`config.mk`:
```
export PLATFORM = sky130hd
export DESIGN_NAME = uss_top
export DESIGN_NICKNAME = d
export VERILOG_FILES = /design/src/hdl/uss_pkg.sv /design/src/hdl/uss_sync.sv /design/src/hdl/uss_counter.sv /design/src/hdl/uss_top.sv
export VERILOG_INCLUDE_DIRS = /design/src /design/src/hdl
export SDC_FILE = /design/constraint.sdc
export NUM_CORES = 1
export LEC_CHECK = 0
export BUFFER_PORTS_ARGS = -buffer_cell sky130_fd_sc_hd__buf_2
export CORE_MARGIN = 4
export CORE_UTILIZATION = 25
export DETAILED_ROUTE_END_ITERATION = 10
export GPL_ROUTABILITY_DRIVEN = 0
export MAX_ROUTING_LAYER = met4
export SYNTH_ARGS = -nofsm -noshare
export SYNTH_HDL_FRONTEND = slang
export SYNTH_SLANG_ARGS = --single-unit
```
`constraint.sdc`:
```
create_clock -name ref_clk -period 1.9 [get_ports ref_clk]
set_input_delay 0.095 -clock ref_clk [delete_from_list [all_inputs] [get_ports ref_clk]]
set_output_delay 0.095 -clock ref_clk [all_outputs]
set_load 0.03 [all_outputs]
```
`src/hdl/uss_regs.svh`:
```
// Register offsets, field positions and reset values of the serial block
`ifndef USS_REGS_SVH
`define USS_REGS_SVH
`define USS_ADDR_W 8
`define USS_CTRL_IDX 6'h0D
`define USS_STAT_IDX 6'h0E
`define USS_PINS_IDX 6'h0F
`define USS_SHIFT_IDX 6'h10
`define USS_RST_BYTE 8'h00
`define USS_ST_SIF 7
`define USS_ST_OIF 6
`define USS_ST_PF 5
`define USS_CR_CLK 1
`define USS_CR_TC 0
`define USS_WM_OFF 2'h0
`define USS_WM_THREE 2'h1
`define USS_WM_HOLD 2'h3
`define USS_CS_SOFT 2'h0
`define USS_CS_TIMER 2'h1
`define USS_RESP_OK 2'h0
`define USS_RESP_ERR 2'h2
`endif

```
`src/hdl/uss_pkg.sv`:
```
// Types shared by the serial status and control block
`default_nettype none
package uss_pkg;
  // Control register fields as held in the block
  typedef struct packed {
    logic sie;
    logic oie;
    logic [1:0] wm;
    logic [1:0] cs;
    logic strobeSel;
  } uss_ctrl_t;
  // Drive of the three serial pins and their pull-ups
  typedef struct packed {
    logic sdaOe;
    logic sdaOut;
    logic sclOe;
    logic sclOut;
    logic doOe;
    logic doOut;
    logic pullData;
    logic pullClk;
  } uss_pin_t;
endpackage : uss_pkg
`default_nettype wire

```
`src/hdl/uss_sync.sv`:
```
// Two-stage synchroniser for pin levels, one chain per bit
`default_nettype none
module uss_sync #(
  parameter int WIDTH = 2,
  parameter int STAGES = 2
) (
  input wire logic ref_clk,
  input wire logic sys_rst,
  input wire logic [WIDTH-1:0] din,
  output logic [WIDTH-1:0] dout
);
  if (STAGES < 2) begin : g_check
    $error("uss_sync needs at least two stages");
  end
  // Only the last stage is visible outside; reset to the idle high level
  // of the pulled-up lines so no false edge follows reset
  for (genvar b = 0; b < WIDTH; b++) begin : g_bit
    logic [STAGES-1:0] chain_r;
    always_ff @(posedge ref_clk) begin
      if (sys_rst) chain_r <= '1;
      else chain_r <= {chain_r[STAGES-2:0], din[b]};
    end
    assign dout[b] = chain_r[STAGES-1];
  end
endmodule : uss_sync
`default_nettype wire

```
`src/hdl/uss_counter.sv`:
```
// Transfer counter with direct load and wrap pulse
`default_nettype none
module uss_counter #(
  parameter int WIDTH = 4
) (
  input wire logic ref_clk,
  input wire logic sys_rst,
  input wire logic tick,
  input wire logic load,
  input wire logic [WIDTH-1:0] loadVal,
  output logic [WIDTH-1:0] count,
  output logic wrap
);
  if (WIDTH < 1 || WIDTH > 8) begin : g_check
    $error("uss_counter width must be 1 to 8");
  end
  logic [WIDTH-1:0] count_r;
  // Software load wins over a clock in the same cycle
  always_ff @(posedge ref_clk) begin
    if (sys_rst) count_r <= '0;
    else if (load) count_r <= loadVal;
    else if (tick) count_r <= count_r + 1'b1;
  end
  assign count = count_r;
  assign wrap = tick && !load && (&count_r);
endmodule : uss_counter
`default_nettype wire

```
`src/hdl/uss_top.sv`:
```
// Serial interface status and control with AXI4-Lite register access
`include "uss_regs.svh"
`default_nettype none
module uss_top (
  input wire logic ref_clk,
  input wire logic sys_rst,
  input wire logic [`USS_ADDR_W-1:0] s_axi_awaddr,
  input wire logic s_axi_awvalid,
  output logic s_axi_awready,
  input wire logic [31:0] s_axi_wdata,
  input wire logic [3:0] s_axi_wstrb,
  input wire logic s_axi_wvalid,
  output logic s_axi_wready,
  output logic [1:0] s_axi_bresp,
  output logic s_axi_bvalid,
  input wire logic s_axi_bready,
  input wire logic [`USS_ADDR_W-1:0] s_axi_araddr,
  input wire logic s_axi_arvalid,
  output logic s_axi_arready,
  output logic [31:0] s_axi_rdata,
  output logic [1:0] s_axi_rresp,
  output logic s_axi_rvalid,
  input wire logic s_axi_rready,
  input wire logic sclIn,
  input wire logic sdaIn,
  input wire logic tmrMatch,
  input wire logic sleepIdle,
  output uss_pkg::uss_pin_t pinDrive,
  output logic startIrq,
  output logic ovfIrq,
  output logic wakeReq
);
  import uss_pkg::*;

  localparam logic [`USS_ADDR_W-1:0] CTRL_ADDR = {`USS_CTRL_IDX, 2'b00};
  localparam logic [`USS_ADDR_W-1:0] STAT_ADDR = {`USS_STAT_IDX, 2'b00};
  localparam logic [`USS_ADDR_W-1:0] PINS_ADDR = {`USS_PINS_IDX, 2'b00};
  localparam logic [`USS_ADDR_W-1:0] SHIFT_ADDR = {`USS_SHIFT_IDX, 2'b00};

  uss_ctrl_t ctrl_r;
  uss_pin_t pinDrive_r;
  uss_pin_t pinNxt;
  logic awReady_r, wReady_r, bValid_r, arReady_r, rValid_r;
  logic [1:0] bResp_r, rResp_r;
  logic [31:0] rData_r;
  logic startFlag_r, ovfFlag_r, stopFlag_r;
  logic startArmed_r, startHold_r, ovfHold_r;
  logic portClk_r, portData_r, dirClk_r, dirData_r, gie_r;
  logic [7:0] shift_r;
  logic sclPrev_r, sdaPrev_r;
  logic startIrq_r, ovfIrq_r, wakeReq_r;
  logic sclS, sdaS;
  logic [3:0] cnt;
  logic cntWrap;

  // Pins come from the partner's domain: two flops before use
  uss_sync #(.WIDTH(2), .STAGES(2)) u_sync (
    .ref_clk(ref_clk),
    .sys_rst(sys_rst),
    .din({sclIn, sdaIn}),
    .dout({sclS, sdaS})
  );

  // Edge and bus condition detection on synchronised levels
  wire sclRise = sclS && !sclPrev_r;
  wire sclFall = !sclS && sclPrev_r;
  wire sclEdge = sclRise || sclFall;
  wire sclHigh = sclS && sclPrev_r;
  wire startDet = sclHigh && sdaPrev_r && !sdaS;
  wire stopDet = sclHigh && !sdaPrev_r && sdaS;
  always_ff @(posedge ref_clk) begin
    if (sys_rst) begin
      sclPrev_r <= 1'b1;
      sdaPrev_r <= 1'b1;
    end else begin
      sclPrev_r <= sclS;
      sdaPrev_r <= sdaS;
    end
  end

  // Register bus decode; data sits in the low byte lane
  wire wrFire = s_axi_awvalid && awReady_r && s_axi_wvalid && wReady_r;
  wire wrEn = wrFire && s_axi_wstrb[0];
  wire [7:0] wrByte = s_axi_wdata[7:0];
  wire wrCtrl = wrEn && (s_axi_awaddr == CTRL_ADDR);
  wire wrStat = wrEn && (s_axi_awaddr == STAT_ADDR);
  wire wrPins = wrEn && (s_axi_awaddr == PINS_ADDR);
  wire wrShift = wrEn && (s_axi_awaddr == SHIFT_ADDR);
  wire wrMapped = (s_axi_awaddr == CTRL_ADDR) ||
    (s_axi_awaddr == STAT_ADDR) || (s_axi_awaddr == PINS_ADDR) ||
    (s_axi_awaddr == SHIFT_ADDR);
  wire rdFire = s_axi_arvalid && arReady_r;

  // Write-one-to-clear strobes for the three flags
  wire clrStart = wrStat && wrByte[`USS_ST_SIF];
  wire clrOvf = wrStat && wrByte[`USS_ST_OIF];
  wire clrStop = wrStat && wrByte[`USS_ST_PF];

  // Mode and clock source decode
  wire twoWire = ctrl_r.wm[1];
  wire extSrc = ctrl_r.cs[1];
  wire swStrobe = wrCtrl && wrByte[`USS_CR_CLK] &&
    (wrByte[3:2] == `USS_CS_SOFT);
  wire tcStrobe = wrCtrl && wrByte[`USS_CR_TC];
  wire extShift = ctrl_r.cs[0] ? sclFall : sclRise;

  // Counter clock: external edges even with outputs off
  wire cntTick = (ctrl_r.cs == `USS_CS_SOFT) ? swStrobe :
    (ctrl_r.cs == `USS_CS_TIMER) ? tmrMatch :
    ctrl_r.strobeSel ? tcStrobe :
    sclEdge;
  wire shiftTick = (ctrl_r.cs == `USS_CS_SOFT) ? swStrobe :
    (ctrl_r.cs == `USS_CS_TIMER) ? tmrMatch : extShift;

  uss_counter #(.WIDTH(4)) u_cnt (
    .ref_clk(ref_clk),
    .sys_rst(sys_rst),
    .tick(cntTick),
    .load(wrStat),
    .loadVal(wrByte[3:0]),
    .count(cnt),
    .wrap(cntWrap)
  );

  // Flag sources; start detector only runs in two-wire modes
  wire setStart = (twoWire && startDet) ||
    (!twoWire && extSrc && !ctrl_r.strobeSel && sclEdge);
  wire setStop = twoWire && stopDet;
  wire collision = shift_r[7] != sdaS;

  // Status read image
  wire [7:0] statByte = {startFlag_r, ovfFlag_r, stopFlag_r, collision,
    cnt};
  wire [7:0] ctrlByte = {ctrl_r.sie, ctrl_r.oie, ctrl_r.wm, ctrl_r.cs,
    2'b00};
  wire [7:0] pinsByte = {3'h0, gie_r, dirData_r, dirClk_r, portData_r,
    portClk_r};
  wire rdMapped = (s_axi_araddr == CTRL_ADDR) ||
    (s_axi_araddr == STAT_ADDR) || (s_axi_araddr == PINS_ADDR) ||
    (s_axi_araddr == SHIFT_ADDR);
  wire [7:0] rdByte = (s_axi_araddr == CTRL_ADDR) ? ctrlByte :
    (s_axi_araddr == STAT_ADDR) ? statByte :
    (s_axi_araddr == PINS_ADDR) ? pinsByte :
    (s_axi_araddr == SHIFT_ADDR) ? shift_r : 8'h00;

  // Write channel: both halves are taken in the same cycle
  always_ff @(posedge ref_clk) begin
    if (sys_rst) begin
      awReady_r <= 1'b0;
      wReady_r <= 1'b0;
      bValid_r <= 1'b0;
      bResp_r <= `USS_RESP_OK;
    end else begin
      awReady_r <= !awReady_r && !bValid_r && s_axi_awvalid &&
        s_axi_wvalid;
      wReady_r <= !wReady_r && !bValid_r && s_axi_awvalid && s_axi_wvalid;
      if (wrFire) begin
        bValid_r <= 1'b1;
        bResp_r <= wrMapped ? `USS_RESP_OK : `USS_RESP_ERR;
      end else if (s_axi_bready) begin
        bValid_r <= 1'b0;
      end
    end
  end

  // Read channel: one read under way, data captured at acceptance
  always_ff @(posedge ref_clk) begin
    if (sys_rst) begin
      arReady_r <= 1'b0;
      rValid_r <= 1'b0;
      rData_r <= 32'h00000000;
      rResp_r <= `USS_RESP_OK;
    end else begin
      arReady_r <= !arReady_r && !rValid_r && s_axi_arvalid;
      if (rdFire) begin
        rValid_r <= 1'b1;
        rData_r <= {24'h000000, rdByte};
        rResp_r <= rdMapped ? `USS_RESP_OK : `USS_RESP_ERR;
      end else if (s_axi_rready) begin
        rValid_r <= 1'b0;
      end
    end
  end

  // Control and pin-port registers; the TC strobe bit is not stored, the CLK bit is kept as strobeSel
  always_ff @(posedge ref_clk) begin
    if (sys_rst) begin
      ctrl_r <= uss_ctrl_t'(7'h00);
      {gie_r, dirData_r, dirClk_r, portData_r} <= 4'h0;
    end else begin
      if (wrCtrl) ctrl_r <= uss_ctrl_t'(wrByte[7:1]);
      if (wrPins) {gie_r, dirData_r, dirClk_r, portData_r} <= wrByte[4:1];
    end
  end

  // Clock port bit: toggle works whatever the direction
  always_ff @(posedge ref_clk) begin
    if (sys_rst) portClk_r <= 1'b0;
    else if (tcStrobe) portClk_r <= !portClk_r;
    else if (wrPins) portClk_r <= wrByte[0];
  end

  // Shift register; a direct write beats a shift clock
  always_ff @(posedge ref_clk) begin
    if (sys_rst) shift_r <= `USS_RST_BYTE;
    else if (wrShift) shift_r <= wrByte;
    else if (shiftTick) shift_r <= {shift_r[6:0], sdaS};
  end

  // Flags: a set in the clearing cycle survives
  always_ff @(posedge ref_clk) begin
    if (sys_rst) begin
      startFlag_r <= 1'b0;
      ovfFlag_r <= 1'b0;
      stopFlag_r <= 1'b0;
    end else begin
      startFlag_r <= setStart || (startFlag_r && !clrStart);
      ovfFlag_r <= cntWrap || (ovfFlag_r && !clrOvf);
      stopFlag_r <= setStop || (stopFlag_r && !clrStop);
    end
  end

  // Clock holds; mode zero drops every hold at once
  always_ff @(posedge ref_clk) begin
    if (sys_rst || !twoWire) begin
      startArmed_r <= 1'b0;
      startHold_r <= 1'b0;
      ovfHold_r <= 1'b0;
    end else begin
      if (startDet) startArmed_r <= 1'b1;
      else if (sclFall || clrStart) startArmed_r <= 1'b0;
      if (startArmed_r && sclFall) startHold_r <= 1'b1;
      else if (clrStart) startHold_r <= 1'b0;
      if (ctrl_r.wm == `USS_WM_HOLD && cntWrap) ovfHold_r <= 1'b1;
      else if (clrOvf) ovfHold_r <= 1'b0;
    end
  end

  // Pin drive: two-wire lines are open-collector, low or released
  wire sdaLow = !shift_r[7] || !portData_r;
  wire sclLow = !portClk_r || startHold_r || ovfHold_r;
  always_comb begin
    pinNxt.sdaOe = twoWire && dirData_r && sdaLow;
    pinNxt.sdaOut = 1'b0;
    pinNxt.sclOe = twoWire ? (dirClk_r && sclLow) : dirClk_r;
    pinNxt.sclOut = twoWire ? 1'b0 : portClk_r;
    pinNxt.doOe = !twoWire && dirData_r;
    pinNxt.doOut = (ctrl_r.wm == `USS_WM_THREE) ? shift_r[7] :
      portData_r;
    pinNxt.pullData = !twoWire && !dirData_r && portData_r;
    pinNxt.pullClk = !twoWire && !dirClk_r && portClk_r;
  end

  // Interrupt levels follow flags and enables with no extra latch
  wire startIrqNxt = startFlag_r && ctrl_r.sie && gie_r;
  wire ovfIrqNxt = ovfFlag_r && ctrl_r.oie && gie_r;
  always_ff @(posedge ref_clk) begin
    if (sys_rst) begin
      pinDrive_r <= uss_pin_t'(8'h00);
      startIrq_r <= 1'b0;
      ovfIrq_r <= 1'b0;
      wakeReq_r <= 1'b0;
    end else begin
      pinDrive_r <= pinNxt;
      startIrq_r <= startIrqNxt;
      ovfIrq_r <= ovfIrqNxt;
      wakeReq_r <= startIrqNxt || (ovfIrqNxt && sleepIdle);
    end
  end

  assign s_axi_awready = awReady_r;
  assign s_axi_wready = wReady_r;
  assign s_axi_bvalid = bValid_r;
  assign s_axi_bresp = bResp_r;
  assign s_axi_arready = arReady_r;
  assign s_axi_rvalid = rValid_r;
  assign s_axi_rdata = rData_r;
  assign s_axi_rresp = rResp_r;
  assign pinDrive = pinDrive_r;
  assign startIrq = startIrq_r;
  assign ovfIrq = ovfIrq_r;
  assign wakeReq = wakeReq_r;
endmodule : uss_top
`default_nettype wire

```
# After elaboration in Yosys (flattened, before gate mapping)
# Cells that the tools add are included.
classes:
  n_reduce_logical: 104
  eq_ne: 12
  muxes: 30
  n_addsub: 1
ops:
  columns: ["operator", "n"]
  rows:
  - ["1-bit logical AND", 55]
  - ["8-bit by 6-bit == test with 1-bit output (second input constant)", 6]
  - ["8-bit two-way mux", 6]
  - ["1-bit zero test", 20]
  - ["1-bit two-way mux", 20]
  - ["1-bit logical OR", 17]
  - ["8-bit by 7-bit == test with 1-bit output (second input constant)", 2]
  - ["2-bit nonzero test", 8]
  - ["4-bit two-way mux", 2]
  - ["4-bit by 1-bit adder with 4-bit output (second input constant)", 1]
  - ["2-bit by 1-bit == test with 1-bit output (second input constant)", 2]
  - ["2-bit zero test", 2]
  - ["2-bit two-way mux", 2]
  - ["4-bit AND reduction", 1]
  - ["2-bit == test (second input constant)", 1]
  - ["2-bit OR reduction", 1]
  - ["1-bit != test", 1]
word_totals:
  wordCells: 188
  regBits: 64
  out_inout_bits: 52
  in_bits: 63

# Logic depth before layout (Yosys ltp)
depth:
  depth_word: 13
  depth_mapped: 7
  ltp_nobuf: 7

# Hierarchy
# A second synthesis with hierarchy kept.
unflattened:
  cells_unflattened: 355
  area_unflattened_um2: 3120.5
modules_own_cells:
  columns: ["mod", "cells_each", "area_per_inst_um2", "n_inst", "seq_area_each_um2"]
  rows:
  - ["uss_top", 321, 2785.2, 1, 1061.0]
  - ["uss_counter", 24, 215.2, 1, 80.1]
  - ["uss_sync", 10, 120.1, 1, 80.1]

# Worst setup path after synthesis
# Ideal clock, no wire load.
synth_timing:
  kind: "reg-to-reg"
  from: "register awReady_r, in the netlist s_axi_awready"
  to: "register shift_r[7]"
  synth_period_minus_slack_ns: 2.238
  stages_incl_launch_ff: 7
  path_buffers: 0
  arrival_time_ns: 2.121
  t_required_ns: 1.783
  setup_slack_ns: -0.338
  cell_sequence: "dfxtp_1 nand4_1 nor4_4 a221oi_2 a21oi_4 mux2_2 a22o_1"
synth_between:
  elab_chain_cells: 9
synth_lines:
  columns: ["item", "line_no", "text"]
  rows:
  - ["from (decl)", "uss_top.sv:43", "logic awReady_r, wReady_r, bValid_r, arReady_r, rValid_r;"]
  - ["from (signal assigned)", "uss_top.sv:154", "awReady_r <= !awReady_r && !bValid_r && s_axi_awvalid &&"]
  - ["1-bit logical AND (*) (3 in series)", "uss_top.sv:82", "wire wrFire = s_axi_awvalid && awReady_r && s_axi_wvalid && wReady_r;"]
  - ["1-bit logical AND (*)", "uss_top.sv:83", "wire wrEn = wrFire && s_axi_wstrb[0];"]
  - ["1-bit logical AND", "uss_top.sv:85", "wire wrCtrl = wrEn && (s_axi_awaddr == CTRL_ADDR);"]
  - ["1-bit logical AND (2 in series)", "uss_top.sv:102", "wire swStrobe = wrCtrl && wrByte[`USS_CR_CLK] &&"]
  - ["1-bit two-way mux", "uss_top.sv:112", "wire shiftTick = (ctrl_r.cs == `USS_CS_SOFT) ? swStrobe :"]
  - ["2-bit nonzero test (no line)", null, null]
  - ["to (signal assigned)", "uss_top.sv:205", "if (sys_rst) shift_r <= `USS_RST_BYTE;"]
  - ["to (signal assigned)", "uss_top.sv:206", "else if (wrShift) shift_r <= wrByte;"]
  - ["to (signal assigned)", "uss_top.sv:207", "else if (shiftTick) shift_r <= {shift_r[6:0], sdaS};"]
  - ["to (decl)", "uss_top.sv:49", "logic [7:0] shift_r;"]
# Every way passes the cells marked *; elsewhere a longest branch is shown, timed or not.
# A chain may end at the register's enable or synchronous reset.

# Final worst setup path
# Ends and elaborated chain as after synthesis.

==> impl_metrics.json <==
{
  "grt_pass1_wl_mm": 12.1,
  "drive_gt1_share_pct": 32.6,
  "dp_hpwl_mm": 5.84,
  "worstReg2RegStart": "s_axi_awready",
  "grt-ovfl-total": 0,
  "core_um2": 11000,
  "cp-startpoint": "s_axi_awready",
  "setup_ws_ps": -34.5,
  "ant_nets": 0,
  "finalPower_mw": 3.16,
  "clock_sinks": 61,
  "fin_area_um2": 3740,
  "routed_wl_mm": 7.83,
  "rows": 38,
  "antenna_found_initial": 0,
  "regToRegEndpoint": "shift_r[7]",
  "synth_seq_cells": 61,
  "rrSetupSlack_ps": -30,
  "clock_skew_ps": 5.69,
  "fp.dieW_um": 115,
  "fin_crit_sh_pct": 102,
  "routed_via_density": 4.69,
  "ctsHtreeMaxLevel": 3,
  "nets": 455,
  "cts-root-buf": "clkbuf_16",
  "max-cap-violations": 0,
  "start_kind": "flip-flop",
  "violations": "negative setup slack",
  "ys_seq_area_share_pct": 42.8,
  "synth_edf_count": 0,
  "utilization_pct": 34.0,
  "fin_tns_setup_ps": -99.2,
  "clockBufferDepth": 2,
  "drv_slew": 0,
  "grt_pass1_vias": 2371,
  "synth-main-ff-cell": "dfxtp_1",
  "crit_required_ps": 2120,
  "drtIter0Drc": 123,
  "mappedNetlistArea_um2": 2850,
  "drc": 0,
  "setup.worst_path.class": "flip-flop to flip-flop",
  "finalHoldViolations": 0,
  "status": "finished with violations",
  "ir_drop_v": 0.000343,
  "avgRoutedWirePerCell_um": 14.7,
  "synth-async-reset-ratio_pct": 0,
  "min_period_ps": 1930,
  "dr.pass1.iters": 4,
  "path_cells": "nand4_1, nor4_4, a221oi_2, a21oi_4, buf_12, mux2_4, a22o_1",
  "worstSetupEndpoint": "shift_r[7]",
  "grt_usage_pct": 12.2,
  "path_max_fanout": 8,
  "insertion_delay_ps": 330,
  "clkTransAtPathRegs_ps": 50,
  "die_height_um": 115,
  "grt_max_degree": 28,
  "vias": 2498,
  "relSlewSlack_pct": 64.0,
  "io_buffers": 60,
  "r2r_cells": 7,
  "dieArea_um2": 13200,
  "cts_tree": "built",
  "fmax_mhz": 517,
  "cp-end-kind": "flip-flop",
  "setup_viol": 7,
  "hold_ws_ps": 26.8,
  "cp.arrival_ps": 2150,
  "power_density_nw_per_um2": 846,
  "syn_inst": 308,
  "cts-buffers-inserted": 9,
  "worstMarginPinSlew_ps": 540,
  "cpMaxStageDelayCell": "nor4_4",
  "antenna_cells": 0,
  "synth_area_per_cell_um2": 9.25,
  "start_util_pct": 26.0,
  "area_growth_syn_to_layout_pct": 31.1,
  "place_area_um2": 3290,
  "p_leak_nw": 1.60,
  "io-pin-count": 115,
  "min_path_type": "input pin to flip-flop",
  "rsz0062_at_grt": "yes",
  "yosys_warnings": 0,
  "crit_path_max_incr_delay_ps": 350,
  "yosysUniqueCellTypes": 49
}
-- metal layers --
layer  vias up  routed length (um)  part of all wire [%]  track usage [%]
li1       1220                   -                     -                -
met1      1180                3350                    43             14.5
met2        83                3750                    48             18.7
met3        15                 551                   7.0             3.74
met4         0                 179                   2.3             5.87
met5         -                   0                     0                -
-- through the flow --
stage | setup slack, ps | instances
after detailed placement | -151 | 510
after global routing | -96.4 | 533
final | -34.5 | 533
after global placement | -96.5 | 510
after floorplan | -149 | 334
after CTS | -58.6 | 531
-- Yosys cell counts (all sizes together) (4+ instances only) --
cell / number / area (um2)
a211oi: 5 / 37.5
a21oi: 17 / 96.4
a221oi: 4 / 41.3
a22o: 13 / 114
and3: 6 / 37.5
buf: 28 / 208
clkbuf: 11 / 41.3
dfxtp: 61 / 1220
ha: 4 / 50.1
inv: 6 / 22.5
mux2: 10 / 113
mux2i: 6 / 60.1
nand2: 29 / 109
nand2b: 4 / 25.0
nand3: 4 / 20.0
nand3b: 8 / 60.1
nor2: 27 / 104
nor2b: 4 / 25.0
nor3: 6 / 35.0
nor4: 5 / 52.6
o21ai: 7 / 35.0
or2: 6 / 37.5
-- cell families (layout without fill, tap and decap cells) --
logic type                 count (synthesis)  in the layout  share of synthesized area (%)
xor gates and xnor gates                   4              4                           1.23
buffers and inverters                     45            104                           9.53
DFF                                       61             61                           42.8
and+or+nand+nor                          117            117                           22.8
adders and majority gates                  4              4                           1.76
AOI/OAI and AO/OA                         60             60                           15.6
muxes                                     16             16                           6.06
other                                      1             27                          0.132
-- registers in the layout, indices dropped and copies added (netlist names), 4 cells and up --
register and cells:
u_cnt.count 4, u_sync.g_bit.chain_r 4, pinDrive 7, s_axi_rdata 8
ctrlByte 6, shift_r 8
-- placed cells by master (no fill, tap or decap), types with 6 or more instances in the layout --
cell	instances
a21oi_1	16
dfxtp_1	59
mux2_2	7
or2_2	6
nor2_1	25
buf_4	18
and3_1	6
conb_1	27
inv_1	6
nand2_1	28
mux2i_1	6
a22o_1	13
o21ai_0	6
nand3b_1	8
clkbuf_16	9
buf_2	60
-- critical path, delay by kind of cell, from the launching register on --
family | cells | cell delay [ps]
and+or+nand+nor | 2 | 520
AOI/OAI and AO/OA | 3 | 520
DFF | 1 | 340
muxes | 1 | 300
buffers and inverters | 1 | 140
-- final cells by class --
class                   instances  area, um2
clock inverters                 4       47.5
repair buffers                 82        485
clock buffers                  12        246
multi-input cells             228       1530
inverters                       6       22.5
flip-flops and latches         61       1230
well taps                     140        175
fillers                      1134       7250
-- worst min path at each step --
stage	from	end	slack (ps)	cells past startpoint
after floorplan	sdaIn	u_sync.g_bit[0].chain_r[0]	200	1
after global placement	sclIn	u_sync.g_bit[1].chain_r[0]	280	2
after detailed placement	sclIn	u_sync.g_bit[1].chain_r[0]	280	2
after CTS	s_axi_awvalid	s_axi_wready	20	3
after global routing	s_axi_arvalid	s_axi_arready	40	2
final	s_axi_awvalid	s_axi_wready	30	3
-- power breakdown --
| group | internal (mW) | switching [mW] | leakage (nW) |
|---|---|---|---|
| Sequential | 1.30 | 0.00961 | 0.495 |
| Clock | 1.05 | 0.553 | 0.143 |
| Combinational | 0.0736 | 0.185 | 0.958 |
| Total | 2.42 | 0.747 | 1.60 |
-- timing repair --
action | in CTS | in global routing
buffers inserted | 2 | 4
endpoints found under the setup margin | 10 | 27
resized for setup | 6 | 11
hold buffers | 3 | 0
pin swaps | 3 | 10
hold endpoints to repair | 3 | 0
(Power assumes the default switching activity.)
